### src/ilsw_pkg.sv
// Purpose: shared constants for the in-band loop switching control
// Assumes: one 10 MHz clock, synchronous active-low reset
// Notes: register indices are word indices, byte address is four times
package ilsw_pkg;
  // register word indices
  localparam logic [7:0] IDX_DETECT_TIME = 8'hd7;
  localparam logic [7:0] IDX_AUTO_SW = 8'hd9;
  localparam logic [7:0] IDX_IRQ_STAT = 8'hdc;
  localparam logic [7:0] IDX_IRQ_MASK = 8'hdd;
  localparam logic [7:0] IDX_LOOP_STAT = 8'hde;
  // reset values
  localparam logic [7:0] RST_DETECT_TIME = 8'h00;
  localparam logic [7:0] RST_AUTO_SW = 8'h00;
  localparam logic [7:0] RST_IRQ_MASK = 8'h0f;
  // field positions
  localparam int LINE_TIME_LSB = 4;
  localparam int FRAMER_TIME_LSB = 0;
  localparam int SW_FRAMER_BIT = 1;
  localparam int SW_LINE_BIT = 0;
  localparam logic [7:0] DETECT_TIME_MASK = 8'h33;
  localparam logic [7:0] AUTO_SW_MASK = 8'h03;
  localparam logic [7:0] IRQ_BITS_MASK = 8'h0f;
  // status bits
  localparam int EV_LINE_UP = 0;
  localparam int EV_LINE_DOWN = 1;
  localparam int EV_FRAMER_UP = 2;
  localparam int EV_FRAMER_DOWN = 3;
  localparam int LOOP_REMOTE_BIT = 0;
  localparam int LOOP_LOCAL_BIT = 1;
  // detection time settings
  localparam logic [1:0] SEL_CNT_A = 2'h0;
  localparam logic [1:0] SEL_CNT_B = 2'h1;
  localparam logic [1:0] SEL_TIME_A = 2'h2;
  localparam logic [1:0] SEL_TIME_B = 2'h3;
  localparam int PATTERN_CNT_A = 16;
  localparam int PATTERN_CNT_B = 32;
  localparam int TIME_A_S = 4;
  localparam int TIME_B_S = 5;
  localparam int CLK_HZ = 10000000;
  localparam int TIME_A_CYC = TIME_A_S * CLK_HZ;
  localparam int TIME_B_CYC = TIME_B_S * CLK_HZ;
  // bus answers
  localparam logic [1:0] RESP_OKAY = 2'h0;
  localparam logic [1:0] RESP_SLVERR = 2'h2;
  // qualifier states, gray along idle-run-done
  typedef enum logic [1:0] {
    ST_IDLE = 2'h0,
    ST_RUN = 2'h1,
    ST_DONE = 2'h3
  } ilsw_qstate_t;
endpackage : ilsw_pkg

### src/ilsw_ifs.sv
// Purpose: carriers between the control core and its helpers
// Assumes: all signals on aclk
// Notes: reg carrier is decoded access, det carrier one qualifier
interface ilsw_reg_if #(parameter int AW = 12);
  logic wr_en;
  logic [AW-1:0] wr_addr;
  logic [31:0] wr_data;
  logic [3:0] wr_strb;
  logic wr_err;
  logic rd_en;
  logic [AW-1:0] rd_addr;
  logic [31:0] rd_data;
  logic rd_err;
  modport slv (output wr_en, wr_addr, wr_data, wr_strb, rd_en, rd_addr,
               input wr_err, rd_data, rd_err);
  modport core (input wr_en, wr_addr, wr_data, wr_strb, rd_en, rd_addr,
                output wr_err, rd_data, rd_err);
endinterface : ilsw_reg_if

interface ilsw_det_if;
  logic strobe;
  logic valid;
  logic up;
  logic [1:0] sel;
  logic det;
  logic det_up;
  modport qual (input strobe, valid, up, sel, output det, det_up);
  modport core (output strobe, valid, up, sel, input det, det_up);
endinterface : ilsw_det_if

### src/ilsw_axil.sv
// Purpose: axi4-lite slave turning bus transfers into register accesses
// Assumes: core answers rd_data, rd_err, wr_err combinationally
// Notes: one write and one read in flight; b and r from flops
module ilsw_axil #(
  parameter int AW = 12
) (
  // clock and reset
  input wire logic aclk,
  input wire logic aresetn,
  // write address
  input wire logic [AW-1:0] s_axi_awaddr,
  input wire logic s_axi_awvalid,
  output logic s_axi_awready,
  // write data
  input wire logic [31:0] s_axi_wdata,
  input wire logic [3:0] s_axi_wstrb,
  input wire logic s_axi_wvalid,
  output logic s_axi_wready,
  // write response
  output logic [1:0] s_axi_bresp,
  output logic s_axi_bvalid,
  input wire logic s_axi_bready,
  // read address
  input wire logic [AW-1:0] s_axi_araddr,
  input wire logic s_axi_arvalid,
  output logic s_axi_arready,
  // read data
  output logic [31:0] s_axi_rdata,
  output logic [1:0] s_axi_rresp,
  output logic s_axi_rvalid,
  input wire logic s_axi_rready,
  // decoded access
  ilsw_reg_if.slv bus
);
  logic awready_q;
  logic wready_q;
  logic [AW-1:0] awaddr_q;
  logic [31:0] wdata_q;
  logic [3:0] wstrb_q;
  logic bvalid_q;
  logic [1:0] bresp_q;
  logic arready_q;
  logic rvalid_q;
  logic [1:0] rresp_q;
  logic [31:0] rdata_q;
  logic fire_w;

  assign fire_w = !awready_q && !wready_q && !bvalid_q;
  assign bus.wr_en = fire_w;
  assign bus.wr_addr = awaddr_q;
  assign bus.wr_data = wdata_q;
  assign bus.wr_strb = wstrb_q;
  assign bus.rd_en = s_axi_arvalid && arready_q;
  assign bus.rd_addr = s_axi_araddr;

  // write address and data slots, taken in either order
  always_ff @(posedge aclk) begin
    if (!aresetn) begin
      awready_q <= 1'b1;
      wready_q <= 1'b1;
      awaddr_q <= '0;
      wdata_q <= '0;
      wstrb_q <= '0;
    end else begin
      if (s_axi_awvalid && awready_q) begin
        awready_q <= 1'b0;
        awaddr_q <= s_axi_awaddr;
      end else if (fire_w) begin
        awready_q <= 1'b1;
      end
      if (s_axi_wvalid && wready_q) begin
        wready_q <= 1'b0;
        wdata_q <= s_axi_wdata;
        wstrb_q <= s_axi_wstrb;
      end else if (fire_w) begin
        wready_q <= 1'b1;
      end
    end
  end

  // write response
  always_ff @(posedge aclk) begin
    if (!aresetn) begin
      bvalid_q <= 1'b0;
      bresp_q <= ilsw_pkg::RESP_OKAY;
    end else if (fire_w) begin
      bvalid_q <= 1'b1;
      bresp_q <= bus.wr_err ? ilsw_pkg::RESP_SLVERR : ilsw_pkg::RESP_OKAY;
    end else if (s_axi_bready) begin
      bvalid_q <= 1'b0;
    end
  end

  // read channel
  always_ff @(posedge aclk) begin
    if (!aresetn) begin
      arready_q <= 1'b1;
      rvalid_q <= 1'b0;
      rresp_q <= ilsw_pkg::RESP_OKAY;
      rdata_q <= '0;
    end else if (s_axi_arvalid && arready_q) begin
      arready_q <= 1'b0;
      rvalid_q <= 1'b1;
      rdata_q <= bus.rd_data;
      rresp_q <= bus.rd_err ? ilsw_pkg::RESP_SLVERR : ilsw_pkg::RESP_OKAY;
    end else if (rvalid_q && s_axi_rready) begin
      rvalid_q <= 1'b0;
      arready_q <= 1'b1;
    end
  end

  assign s_axi_awready = awready_q;
  assign s_axi_wready = wready_q;
  assign s_axi_bvalid = bvalid_q;
  assign s_axi_bresp = bresp_q;
  assign s_axi_arready = arready_q;
  assign s_axi_rvalid = rvalid_q;
  assign s_axi_rresp = rresp_q;
  assign s_axi_rdata = rdata_q;
endmodule : ilsw_axil

### src/ilsw_qual.sv
// Purpose: qualifies one side's loop code until the chosen threshold
// Assumes: strobe marks each received pattern, valid is a level
// Notes: det pulses once per uninterrupted run
module ilsw_qual #(
  parameter int CW = 26,
  parameter int TA_CYC = ilsw_pkg::TIME_A_CYC,
  parameter int TB_CYC = ilsw_pkg::TIME_B_CYC
) (
  // clock and reset
  input wire logic aclk,
  input wire logic aresetn,
  // pattern in, detection out
  ilsw_det_if.qual d
);
  ilsw_pkg::ilsw_qstate_t st_q;
  logic [CW-1:0] cnt_q;
  logic up_q;
  logic det_q;
  logic tick;
  logic broken;
  logic hit;
  logic [CW-1:0] target;

  // count modes step per pattern, time modes per clock
  always_comb begin
    case (d.sel)
      ilsw_pkg::SEL_CNT_A: target = CW'(ilsw_pkg::PATTERN_CNT_A);
      ilsw_pkg::SEL_CNT_B: target = CW'(ilsw_pkg::PATTERN_CNT_B);
      ilsw_pkg::SEL_TIME_A: target = CW'(TA_CYC);
      default: target = CW'(TB_CYC);
    endcase
  end

  assign tick = d.sel[1] ? 1'b1 : d.strobe;
  assign broken = !d.valid || (d.up != up_q);
  assign hit = (st_q == ilsw_pkg::ST_RUN) && !broken && tick
               && (cnt_q == target - CW'(1));

  always_ff @(posedge aclk) begin
    if (!aresetn) begin
      st_q <= ilsw_pkg::ST_IDLE;
      cnt_q <= '0;
      up_q <= 1'b0;
    end else begin
      case (st_q)
        ilsw_pkg::ST_IDLE: begin
          if (d.valid) begin
            st_q <= ilsw_pkg::ST_RUN;
            up_q <= d.up;
            cnt_q <= tick ? CW'(1) : '0;
          end
        end
        ilsw_pkg::ST_RUN: begin
          if (broken) begin
            st_q <= ilsw_pkg::ST_IDLE;
            cnt_q <= '0;
          end else if (tick) begin
            if (hit) begin
              st_q <= ilsw_pkg::ST_DONE;
            end
            cnt_q <= cnt_q + CW'(1);
          end
        end
        ilsw_pkg::ST_DONE: begin
          if (broken) begin
            st_q <= ilsw_pkg::ST_IDLE;
            cnt_q <= '0;
          end
        end
        default: st_q <= ilsw_pkg::ST_IDLE;
      endcase
    end
  end

  always_ff @(posedge aclk) begin
    if (!aresetn) begin
      det_q <= 1'b0;
    end else begin
      det_q <= hit;
    end
  end

  assign d.det = det_q;
  assign d.det_up = up_q;
endmodule : ilsw_qual

### src/ilsw_top.sv
// Purpose: automatic loop switching from in-band loop codes, one port
// Assumes: pattern detectors and loop datapath run on aclk
// Notes: registers over axi4-lite, one word per register
// How it works
// line side codes 00 and 01 need 16 or 32 consecutive valid patterns.
// line side codes 10 and 11 need 4 s or 5 s of valid pattern.
// framer side codes 00 and 01 need 16 or 32 consecutive sequences.
// framer side codes 10 and 11 need 4 s or 5 s of valid sequence.
// framer enable bit 1 lets framer codes close and open local loop.
// line enable bit 0 lets line codes close and open remote loop.
// remote switching only acts while local loop select is clear.
// software never sets both switching enables at once.
// loop up and down detections raise interrupt unless masked.
// any break in the pattern restarts count or timer.
module ilsw_top #(
  parameter int AW = 12,
  parameter int CW = 26,
  parameter int TA_CYC = ilsw_pkg::TIME_A_CYC,
  parameter int TB_CYC = ilsw_pkg::TIME_B_CYC
) (
  // clock and reset
  input wire logic aclk,
  input wire logic aresetn,
  // axi4-lite write address
  input wire logic [AW-1:0] s_axi_awaddr,
  input wire logic s_axi_awvalid,
  output logic s_axi_awready,
  // axi4-lite write data
  input wire logic [31:0] s_axi_wdata,
  input wire logic [3:0] s_axi_wstrb,
  input wire logic s_axi_wvalid,
  output logic s_axi_wready,
  // axi4-lite write response
  output logic [1:0] s_axi_bresp,
  output logic s_axi_bvalid,
  input wire logic s_axi_bready,
  // axi4-lite read address
  input wire logic [AW-1:0] s_axi_araddr,
  input wire logic s_axi_arvalid,
  output logic s_axi_arready,
  // axi4-lite read data
  output logic [31:0] s_axi_rdata,
  output logic [1:0] s_axi_rresp,
  output logic s_axi_rvalid,
  input wire logic s_axi_rready,
  // line side code detector
  input wire logic line_pat_strobe,
  input wire logic line_pat_valid,
  input wire logic line_pat_up,
  // framer side code detector
  input wire logic framer_pat_strobe,
  input wire logic framer_pat_valid,
  input wire logic framer_pat_up,
  // manual local loop
  input wire logic local_loop_select,
  // loop controls
  output logic remote_loop_q,
  output logic local_loop_q,
  // interrupt
  output logic irq_q
);
  localparam int IDX_W = AW - 2;

  ilsw_reg_if #(.AW(AW)) bus ();
  ilsw_det_if line_det ();
  ilsw_det_if framer_det ();

  logic [7:0] loop_detect_time_cfg_q;
  logic [7:0] auto_loop_switch_cfg_q;
  logic [7:0] interrupt_mask_six_q;
  logic [7:0] irq_stat_q;
  logic [7:0] irq_set;
  logic [7:0] rd_word;
  logic rd_hit;
  logic wr_hit;
  logic wr_lane;
  logic line_switch_ok;
  logic framer_switch_ok;

  // refuse sizes the logic cannot serve
  initial begin
    if (AW < 10 || AW > 32) begin
      $error("address width out of range");
    end
    if (CW < 6 || CW > 31) begin
      $error("counter width out of range");
    end
    if (TA_CYC < ilsw_pkg::PATTERN_CNT_B || TB_CYC < TA_CYC) begin
      $error("time thresholds out of order");
    end
    if (longint'(TB_CYC) >= (longint'(1) << CW)) begin
      $error("counter too narrow for time threshold");
    end
  end

  // word index match for an aligned access
  function automatic logic idx_is(input logic [AW-1:0] a, input logic [7:0] idx);
    idx_is = (a[1:0] == 2'h0) && (a[AW-1:2] == IDX_W'(idx));
  endfunction : idx_is

  ilsw_axil #(
    .AW(AW)
  ) u_axil (
    .aclk(aclk),
    .aresetn(aresetn),
    .s_axi_awaddr(s_axi_awaddr),
    .s_axi_awvalid(s_axi_awvalid),
    .s_axi_awready(s_axi_awready),
    .s_axi_wdata(s_axi_wdata),
    .s_axi_wstrb(s_axi_wstrb),
    .s_axi_wvalid(s_axi_wvalid),
    .s_axi_wready(s_axi_wready),
    .s_axi_bresp(s_axi_bresp),
    .s_axi_bvalid(s_axi_bvalid),
    .s_axi_bready(s_axi_bready),
    .s_axi_araddr(s_axi_araddr),
    .s_axi_arvalid(s_axi_arvalid),
    .s_axi_arready(s_axi_arready),
    .s_axi_rdata(s_axi_rdata),
    .s_axi_rresp(s_axi_rresp),
    .s_axi_rvalid(s_axi_rvalid),
    .s_axi_rready(s_axi_rready),
    .bus(bus.slv)
  );

  // detector hookup, thresholds from the time register
  assign line_det.strobe = line_pat_strobe;
  assign line_det.valid = line_pat_valid;
  assign line_det.up = line_pat_up;
  assign line_det.sel = loop_detect_time_cfg_q[ilsw_pkg::LINE_TIME_LSB +: 2];
  assign framer_det.strobe = framer_pat_strobe;
  assign framer_det.valid = framer_pat_valid;
  assign framer_det.up = framer_pat_up;
  assign framer_det.sel = loop_detect_time_cfg_q[ilsw_pkg::FRAMER_TIME_LSB +: 2];

  ilsw_qual #(
    .CW(CW),
    .TA_CYC(TA_CYC),
    .TB_CYC(TB_CYC)
  ) u_line_qual (
    .aclk(aclk),
    .aresetn(aresetn),
    .d(line_det.qual)
  );

  ilsw_qual #(
    .CW(CW),
    .TA_CYC(TA_CYC),
    .TB_CYC(TB_CYC)
  ) u_framer_qual (
    .aclk(aclk),
    .aresetn(aresetn),
    .d(framer_det.qual)
  );

  // write decode, only the low byte lane carries register bits
  assign wr_lane = bus.wr_strb[0];
  assign wr_hit = idx_is(bus.wr_addr, ilsw_pkg::IDX_DETECT_TIME)
                  || idx_is(bus.wr_addr, ilsw_pkg::IDX_AUTO_SW)
                  || idx_is(bus.wr_addr, ilsw_pkg::IDX_IRQ_MASK)
                  || idx_is(bus.wr_addr, ilsw_pkg::IDX_IRQ_STAT)
                  || idx_is(bus.wr_addr, ilsw_pkg::IDX_LOOP_STAT);
  assign bus.wr_err = !wr_hit;

  // detection time register
  always_ff @(posedge aclk) begin
    if (!aresetn) begin
      loop_detect_time_cfg_q <= ilsw_pkg::RST_DETECT_TIME;
    end else if (bus.wr_en && wr_lane && idx_is(bus.wr_addr, ilsw_pkg::IDX_DETECT_TIME)) begin
      loop_detect_time_cfg_q <= bus.wr_data[7:0] & ilsw_pkg::DETECT_TIME_MASK;
    end
  end

  // switching enables, both set is left to software to avoid
  always_ff @(posedge aclk) begin
    if (!aresetn) begin
      auto_loop_switch_cfg_q <= ilsw_pkg::RST_AUTO_SW;
    end else if (bus.wr_en && wr_lane && idx_is(bus.wr_addr, ilsw_pkg::IDX_AUTO_SW)) begin
      auto_loop_switch_cfg_q <= bus.wr_data[7:0] & ilsw_pkg::AUTO_SW_MASK;
    end
  end

  // interrupt mask, a set bit blocks its event
  always_ff @(posedge aclk) begin
    if (!aresetn) begin
      interrupt_mask_six_q <= ilsw_pkg::RST_IRQ_MASK;
    end else if (bus.wr_en && wr_lane && idx_is(bus.wr_addr, ilsw_pkg::IDX_IRQ_MASK)) begin
      interrupt_mask_six_q <= bus.wr_data[7:0] & ilsw_pkg::IRQ_BITS_MASK;
    end
  end

  // loop events
  always_comb begin
    irq_set = '0;
    irq_set[ilsw_pkg::EV_LINE_UP] = line_det.det && line_det.det_up;
    irq_set[ilsw_pkg::EV_LINE_DOWN] = line_det.det && !line_det.det_up;
    irq_set[ilsw_pkg::EV_FRAMER_UP] = framer_det.det && framer_det.det_up;
    irq_set[ilsw_pkg::EV_FRAMER_DOWN] = framer_det.det && !framer_det.det_up;
  end

  // sticky status, cleared by read, a new event wins
  always_ff @(posedge aclk) begin
    if (!aresetn) begin
      irq_stat_q <= '0;
    end else if (bus.rd_en && idx_is(bus.rd_addr, ilsw_pkg::IDX_IRQ_STAT)) begin
      irq_stat_q <= irq_set;
    end else begin
      irq_stat_q <= irq_stat_q | irq_set;
    end
  end

  always_ff @(posedge aclk) begin
    if (!aresetn) begin
      irq_q <= 1'b0;
    end else begin
      irq_q <= |(irq_stat_q & ~interrupt_mask_six_q);
    end
  end

  // switching permissions
  assign line_switch_ok = auto_loop_switch_cfg_q[ilsw_pkg::SW_LINE_BIT]
                          && !local_loop_select;
  assign framer_switch_ok = auto_loop_switch_cfg_q[ilsw_pkg::SW_FRAMER_BIT];

  // remote loop follows qualified line codes
  always_ff @(posedge aclk) begin
    if (!aresetn) begin
      remote_loop_q <= 1'b0;
    end else if (line_det.det && line_switch_ok) begin
      remote_loop_q <= line_det.det_up;
    end
  end

  // local loop follows qualified framer codes
  always_ff @(posedge aclk) begin
    if (!aresetn) begin
      local_loop_q <= 1'b0;
    end else if (framer_det.det && framer_switch_ok) begin
      local_loop_q <= framer_det.det_up;
    end
  end

  // read mux
  always_comb begin
    rd_word = '0;
    rd_hit = 1'b1;
    if (idx_is(bus.rd_addr, ilsw_pkg::IDX_DETECT_TIME)) begin
      rd_word = loop_detect_time_cfg_q;
    end else if (idx_is(bus.rd_addr, ilsw_pkg::IDX_AUTO_SW)) begin
      rd_word = auto_loop_switch_cfg_q;
    end else if (idx_is(bus.rd_addr, ilsw_pkg::IDX_IRQ_STAT)) begin
      rd_word = irq_stat_q;
    end else if (idx_is(bus.rd_addr, ilsw_pkg::IDX_IRQ_MASK)) begin
      rd_word = interrupt_mask_six_q;
    end else if (idx_is(bus.rd_addr, ilsw_pkg::IDX_LOOP_STAT)) begin
      rd_word[ilsw_pkg::LOOP_REMOTE_BIT] = remote_loop_q;
      rd_word[ilsw_pkg::LOOP_LOCAL_BIT] = local_loop_q;
    end else begin
      rd_hit = 1'b0;
    end
  end

  assign bus.rd_data = {24'h000000, rd_word};
  assign bus.rd_err = !rd_hit;
endmodule : ilsw_top

### config.mk
export PLATFORM = sky130hd
export DESIGN_NAME = ilsw_top
export DESIGN_NICKNAME = d
export VERILOG_FILES = /design/src/ilsw_pkg.sv /design/src/ilsw_ifs.sv /design/src/ilsw_axil.sv /design/src/ilsw_qual.sv /design/src/ilsw_top.sv
export SDC_FILE = /design/constraint.sdc
export NUM_CORES = 1
export LEC_CHECK = 0
export BUFFER_PORTS_ARGS = -buffer_cell sky130_fd_sc_hd__buf_2
export CORE_AREA = 2 2 103 105
export CTS_CLUSTER_SIZE = 14
export DETAILED_ROUTE_END_ITERATION = 16
export DIE_AREA = 0 0 105 107
export PLACE_DENSITY = 0.82
export REMOVE_ABC_BUFFERS = 1
export SLEW_MARGIN = 30
export SYNTH_ARGS = -nofsm -noshare
export SYNTH_HDL_FRONTEND = slang
export SYNTH_SLANG_ARGS = --single-unit
### constraint.sdc
create_clock -name aclk -period 5.9 [get_ports aclk]
set_input_delay 0.295 -clock aclk [delete_from_list [all_inputs] [get_ports aclk]]
set_output_delay 0.295 -clock aclk [all_outputs]
set_load 0.03 [all_outputs]
==> results.cfg <==
[grt]
use_met2_pct = 40.7
grt_max_degree = 48
track_usage_pct = 23.5
grt_pass1_wl_um = 21700
overflow = 0
antenna_found_initial = 0
gr-usage-met3_pct = 3.65
grt_busiest_layer = met2
grt_pass1_vias = 4751
grt_util_met1_pct = 28.7

[sta]
rsz0062_at_grt = false
drv_slew = 0
min_period_over_period_pct = 46.1
max_freq_mhz = 368
slew_headroom_pct = 45.3
hold_viol_final = 0
setup_viol = 0
fin_setup_tns_ns = 0
worst_slew_pin_slew_ns = 0.819
period_needed_ns = 2.72
finalClockSkew_ns = 0.0172

[run]
cap_violations = 0

[yosys]
synthMuxAreaShare_pct = 3.03
yosysSeqAreaShare_pct = 38.3
yosys-top-cells-area = dfxtp_1 (38%), nand2_1 (4.9%), nor2_1 (4.7%)
ys_seq_elements = 109
syn_avg_cell_area_um2 = 8.23
synth_area_um2 = 5700
synth_top_area_cell = dfxtp_1
synth_compound_area_share_pct = 18.1
yosys_warnings = 0
synth-edff-count = 0
synth-xor-area-share_pct = 4.74
async_reset_ff_share_pct = 0
synthAdderAreaFrac_pct = 0.878
synth-simple-area-share_pct = 27.6
ys_types = 84
synthFlopType = dfxtp_1
synth_top_family_by_area = simple AND/OR/NAND/NOR gates
syn_inst = 692
synth_top_area_share_pct = 38.3

[placement]
port-buffer-count = 60
gp_congestion = 0.921
dp_hpwl_um = 9260
dpl.cell_count = 862

[routing]
wl_um = 12900
drt-initial-drc-count = 315
vias = 5107
drt_pre_antenna_iters = 4
drt-vias-per-instance = 5.82
route.detailed.drc = 0
avgRoutedWirePerCell_um = 14.7
route.antenna.remaining_nets = 0

[setup_path]
path_max_fanout = 15
cp.required_ns = 6.21
critical_path_class = flip-flop to flip-flop
crit_end = u_line_qual.st_q[1]
endpoint_kind = flip-flop
r2r_slack_ns = 3.18
rr_worst_depth = 7
r2r_end = u_line_qual.st_q[1]
reg2reg_from = loop_detect_time_cfg_q[5]
crit_arrival_ns = 3.03
cp-startpoint = loop_detect_time_cfg_q[5]
start_kind = flip-flop

[cells_and_area]
drive_gt1_share_pct = 13.7
fin_cells = 878
diodes = 0
utilization_pct = 60.8
syn_to_final_growth_pct = 7.69
final_cell_mix = dfxtp_1 (109), nand2_1 (74), nor2_1 (72), buf_2 (60), a21oi_1 (53)
nets = 815
mostFrequentLayoutCell = dfxtp_1

[floorplan]
fp.dieW_um = 105
die_y_um = 107
rows = 37
dieArea_um2 = 11200
ios = 118
initial_utilization_pct = 56.5
core_um2 = 10100

[clocking]
postCtsHoldBufs = 0
clk_latency_ns = 0.39
postCtsSetupBuffers = 0
tritoncts = yes
clockBufferDepth = 2
cts_root_buffer = clkbuf_8
clk_pin_slew_worst_paths_ns = 0.10
htree_levels = 3
post_cts_resized = 0
clock-sinks = 109
cts_made_buffers = 9

[run_status]
status = finished, final reports clean

[power_and_ir_drop]
peakVddDrop_uv = 118
p_total_uw = 1300
p_leak_uw = 0.00230
power.density_nw_per_um2 = 213

[worst_hold_path]
hold_class = input pin to flip-flop
## through the flow
stage | hold slack [ns] | setup WS [ns] | instance area, µm²
6_report | 0.143 | 3.18 | 6140
5_1_grt | 0.140 | 3.05 | 6140
4_1_cts | 0.129 | 3.20 | 6140
3_5_place_dp | 0.451 | 3.22 | 5970
3_3_place_gp | 0.439 | 3.32 | 5960
2_1_floorplan | 0.357 | 3.52 | 5460
## flip-flops by register name, indices dropped and copies added (netlist names), 2 cells and up
| signal | cells |
|---|---|
| u_framer_qual.cnt_q | 26 |
| u_line_qual.cnt_q | 26 |
| u_axil.bus.wr_addr | 12 |
| u_axil.bus.wr_data | 6 |
| u_axil.s_axi_rdata | 6 |
| interrupt_mask_six_q | 4 |
| irq_stat_q | 4 |
| loop_detect_time_cfg_q | 4 |
| auto_loop_switch_cfg_q | 2 |
| u_framer_qual.st_q | 2 |
| u_line_qual.st_q | 2 |
## worst min path at each step
| stage | depth (start not counted) | endpoint | slack, ns | startpoint |
|---|---|---|---|---|
| 2_1_floorplan | 1 | interrupt_mask_six_q[0] | 0.36 | aresetn |
| 3_3_place_gp | 2 | u_axil.s_axi_rdata[0] | 0.44 | u_axil.s_axi_rdata[0] |
| 3_5_place_dp | 2 | u_axil.s_axi_rdata[0] | 0.45 | u_axil.s_axi_rdata[0] |
| 4_1_cts | 3 | u_axil.bus.wr_addr[0] | 0.13 | s_axi_awaddr[0] |
| 5_1_grt | 3 | u_axil.bus.wr_addr[6] | 0.14 | s_axi_awaddr[6] |
| 6_report | 3 | u_axil.bus.wr_addr[6] | 0.14 | s_axi_awaddr[6] |
## cell type report
class / count / area [µm²]
Fill cell: 903 / 3960
Multi-Input combinational cell: 532 / 3210
Sequential cell: 109 / 2180
Timing Repair Buffer: 64 / 330
Tap cell: 136 / 170
Clock buffer: 12 / 145
Inverter: 21 / 78.8
Clock inverter: 4 / 23.8
## worst max-delay path: stages (launching register included)
cell	delay [ns]
dfxtp_1	0.49
or2_2	0.38
ha_1	0.30
or2_0	0.25
a2111oi_2	0.38
o32ai_1	0.14
or4_1	0.47
a211oi_1	0.24
## synth_stat cells, drive strengths merged, types with 3 or more instances
| cell type | n |
|---|---|
| a211oi | 6 |
| a21oi | 54 |
| a22o | 3 |
| a22oi | 4 |
| a31oi | 6 |
| and2 | 6 |
| and3 | 13 |
| buf | 41 |
| clkbuf | 16 |
| dfxtp | 109 |
| ha | 4 |
| inv | 21 |
| mux2i | 15 |
| nand2 | 74 |
| nand2b | 10 |
| nand3 | 34 |
| nand3b | 4 |
| nand4 | 20 |
| nor2 | 72 |
| nor2b | 10 |
| nor3 | 14 |
| nor3b | 3 |
| nor4 | 5 |
| nor4b | 3 |
| o2111ai | 6 |
| o211ai | 4 |
| o21a | 6 |
| o21ai | 26 |
| o221ai | 4 |
| o31ai | 6 |
| or2 | 5 |
| or3 | 11 |
| or4 | 8 |
| xnor2 | 5 |
| xor2 | 25 |
## report_power, final
part	switching (µW)	internal [µW]	leakage, µW
Clock	246	164	0.0000901
Combinational	91.7	38.9	0.00132
Sequential	13.3	749	0.000884
## cell families after synthesis
group           count (synthesis)
buf+inv                        78
compound gates                152
simple gates                  302
flops                         109
xor+xnor                       30
fa+ha+maj                       4
mux                            16
other cells                     1
## metal layers
| metal | wire length [µm] | up-vias |
|---|---|---|
| li1 | - | 2522 |
| met1 | 5660 | 2413 |
| met2 | 6370 | 155 |
| met3 | 615 | 17 |
| met4 | 262 | 0 |
| met5 | 0 | - |
(Power assumes the default switching activity.)
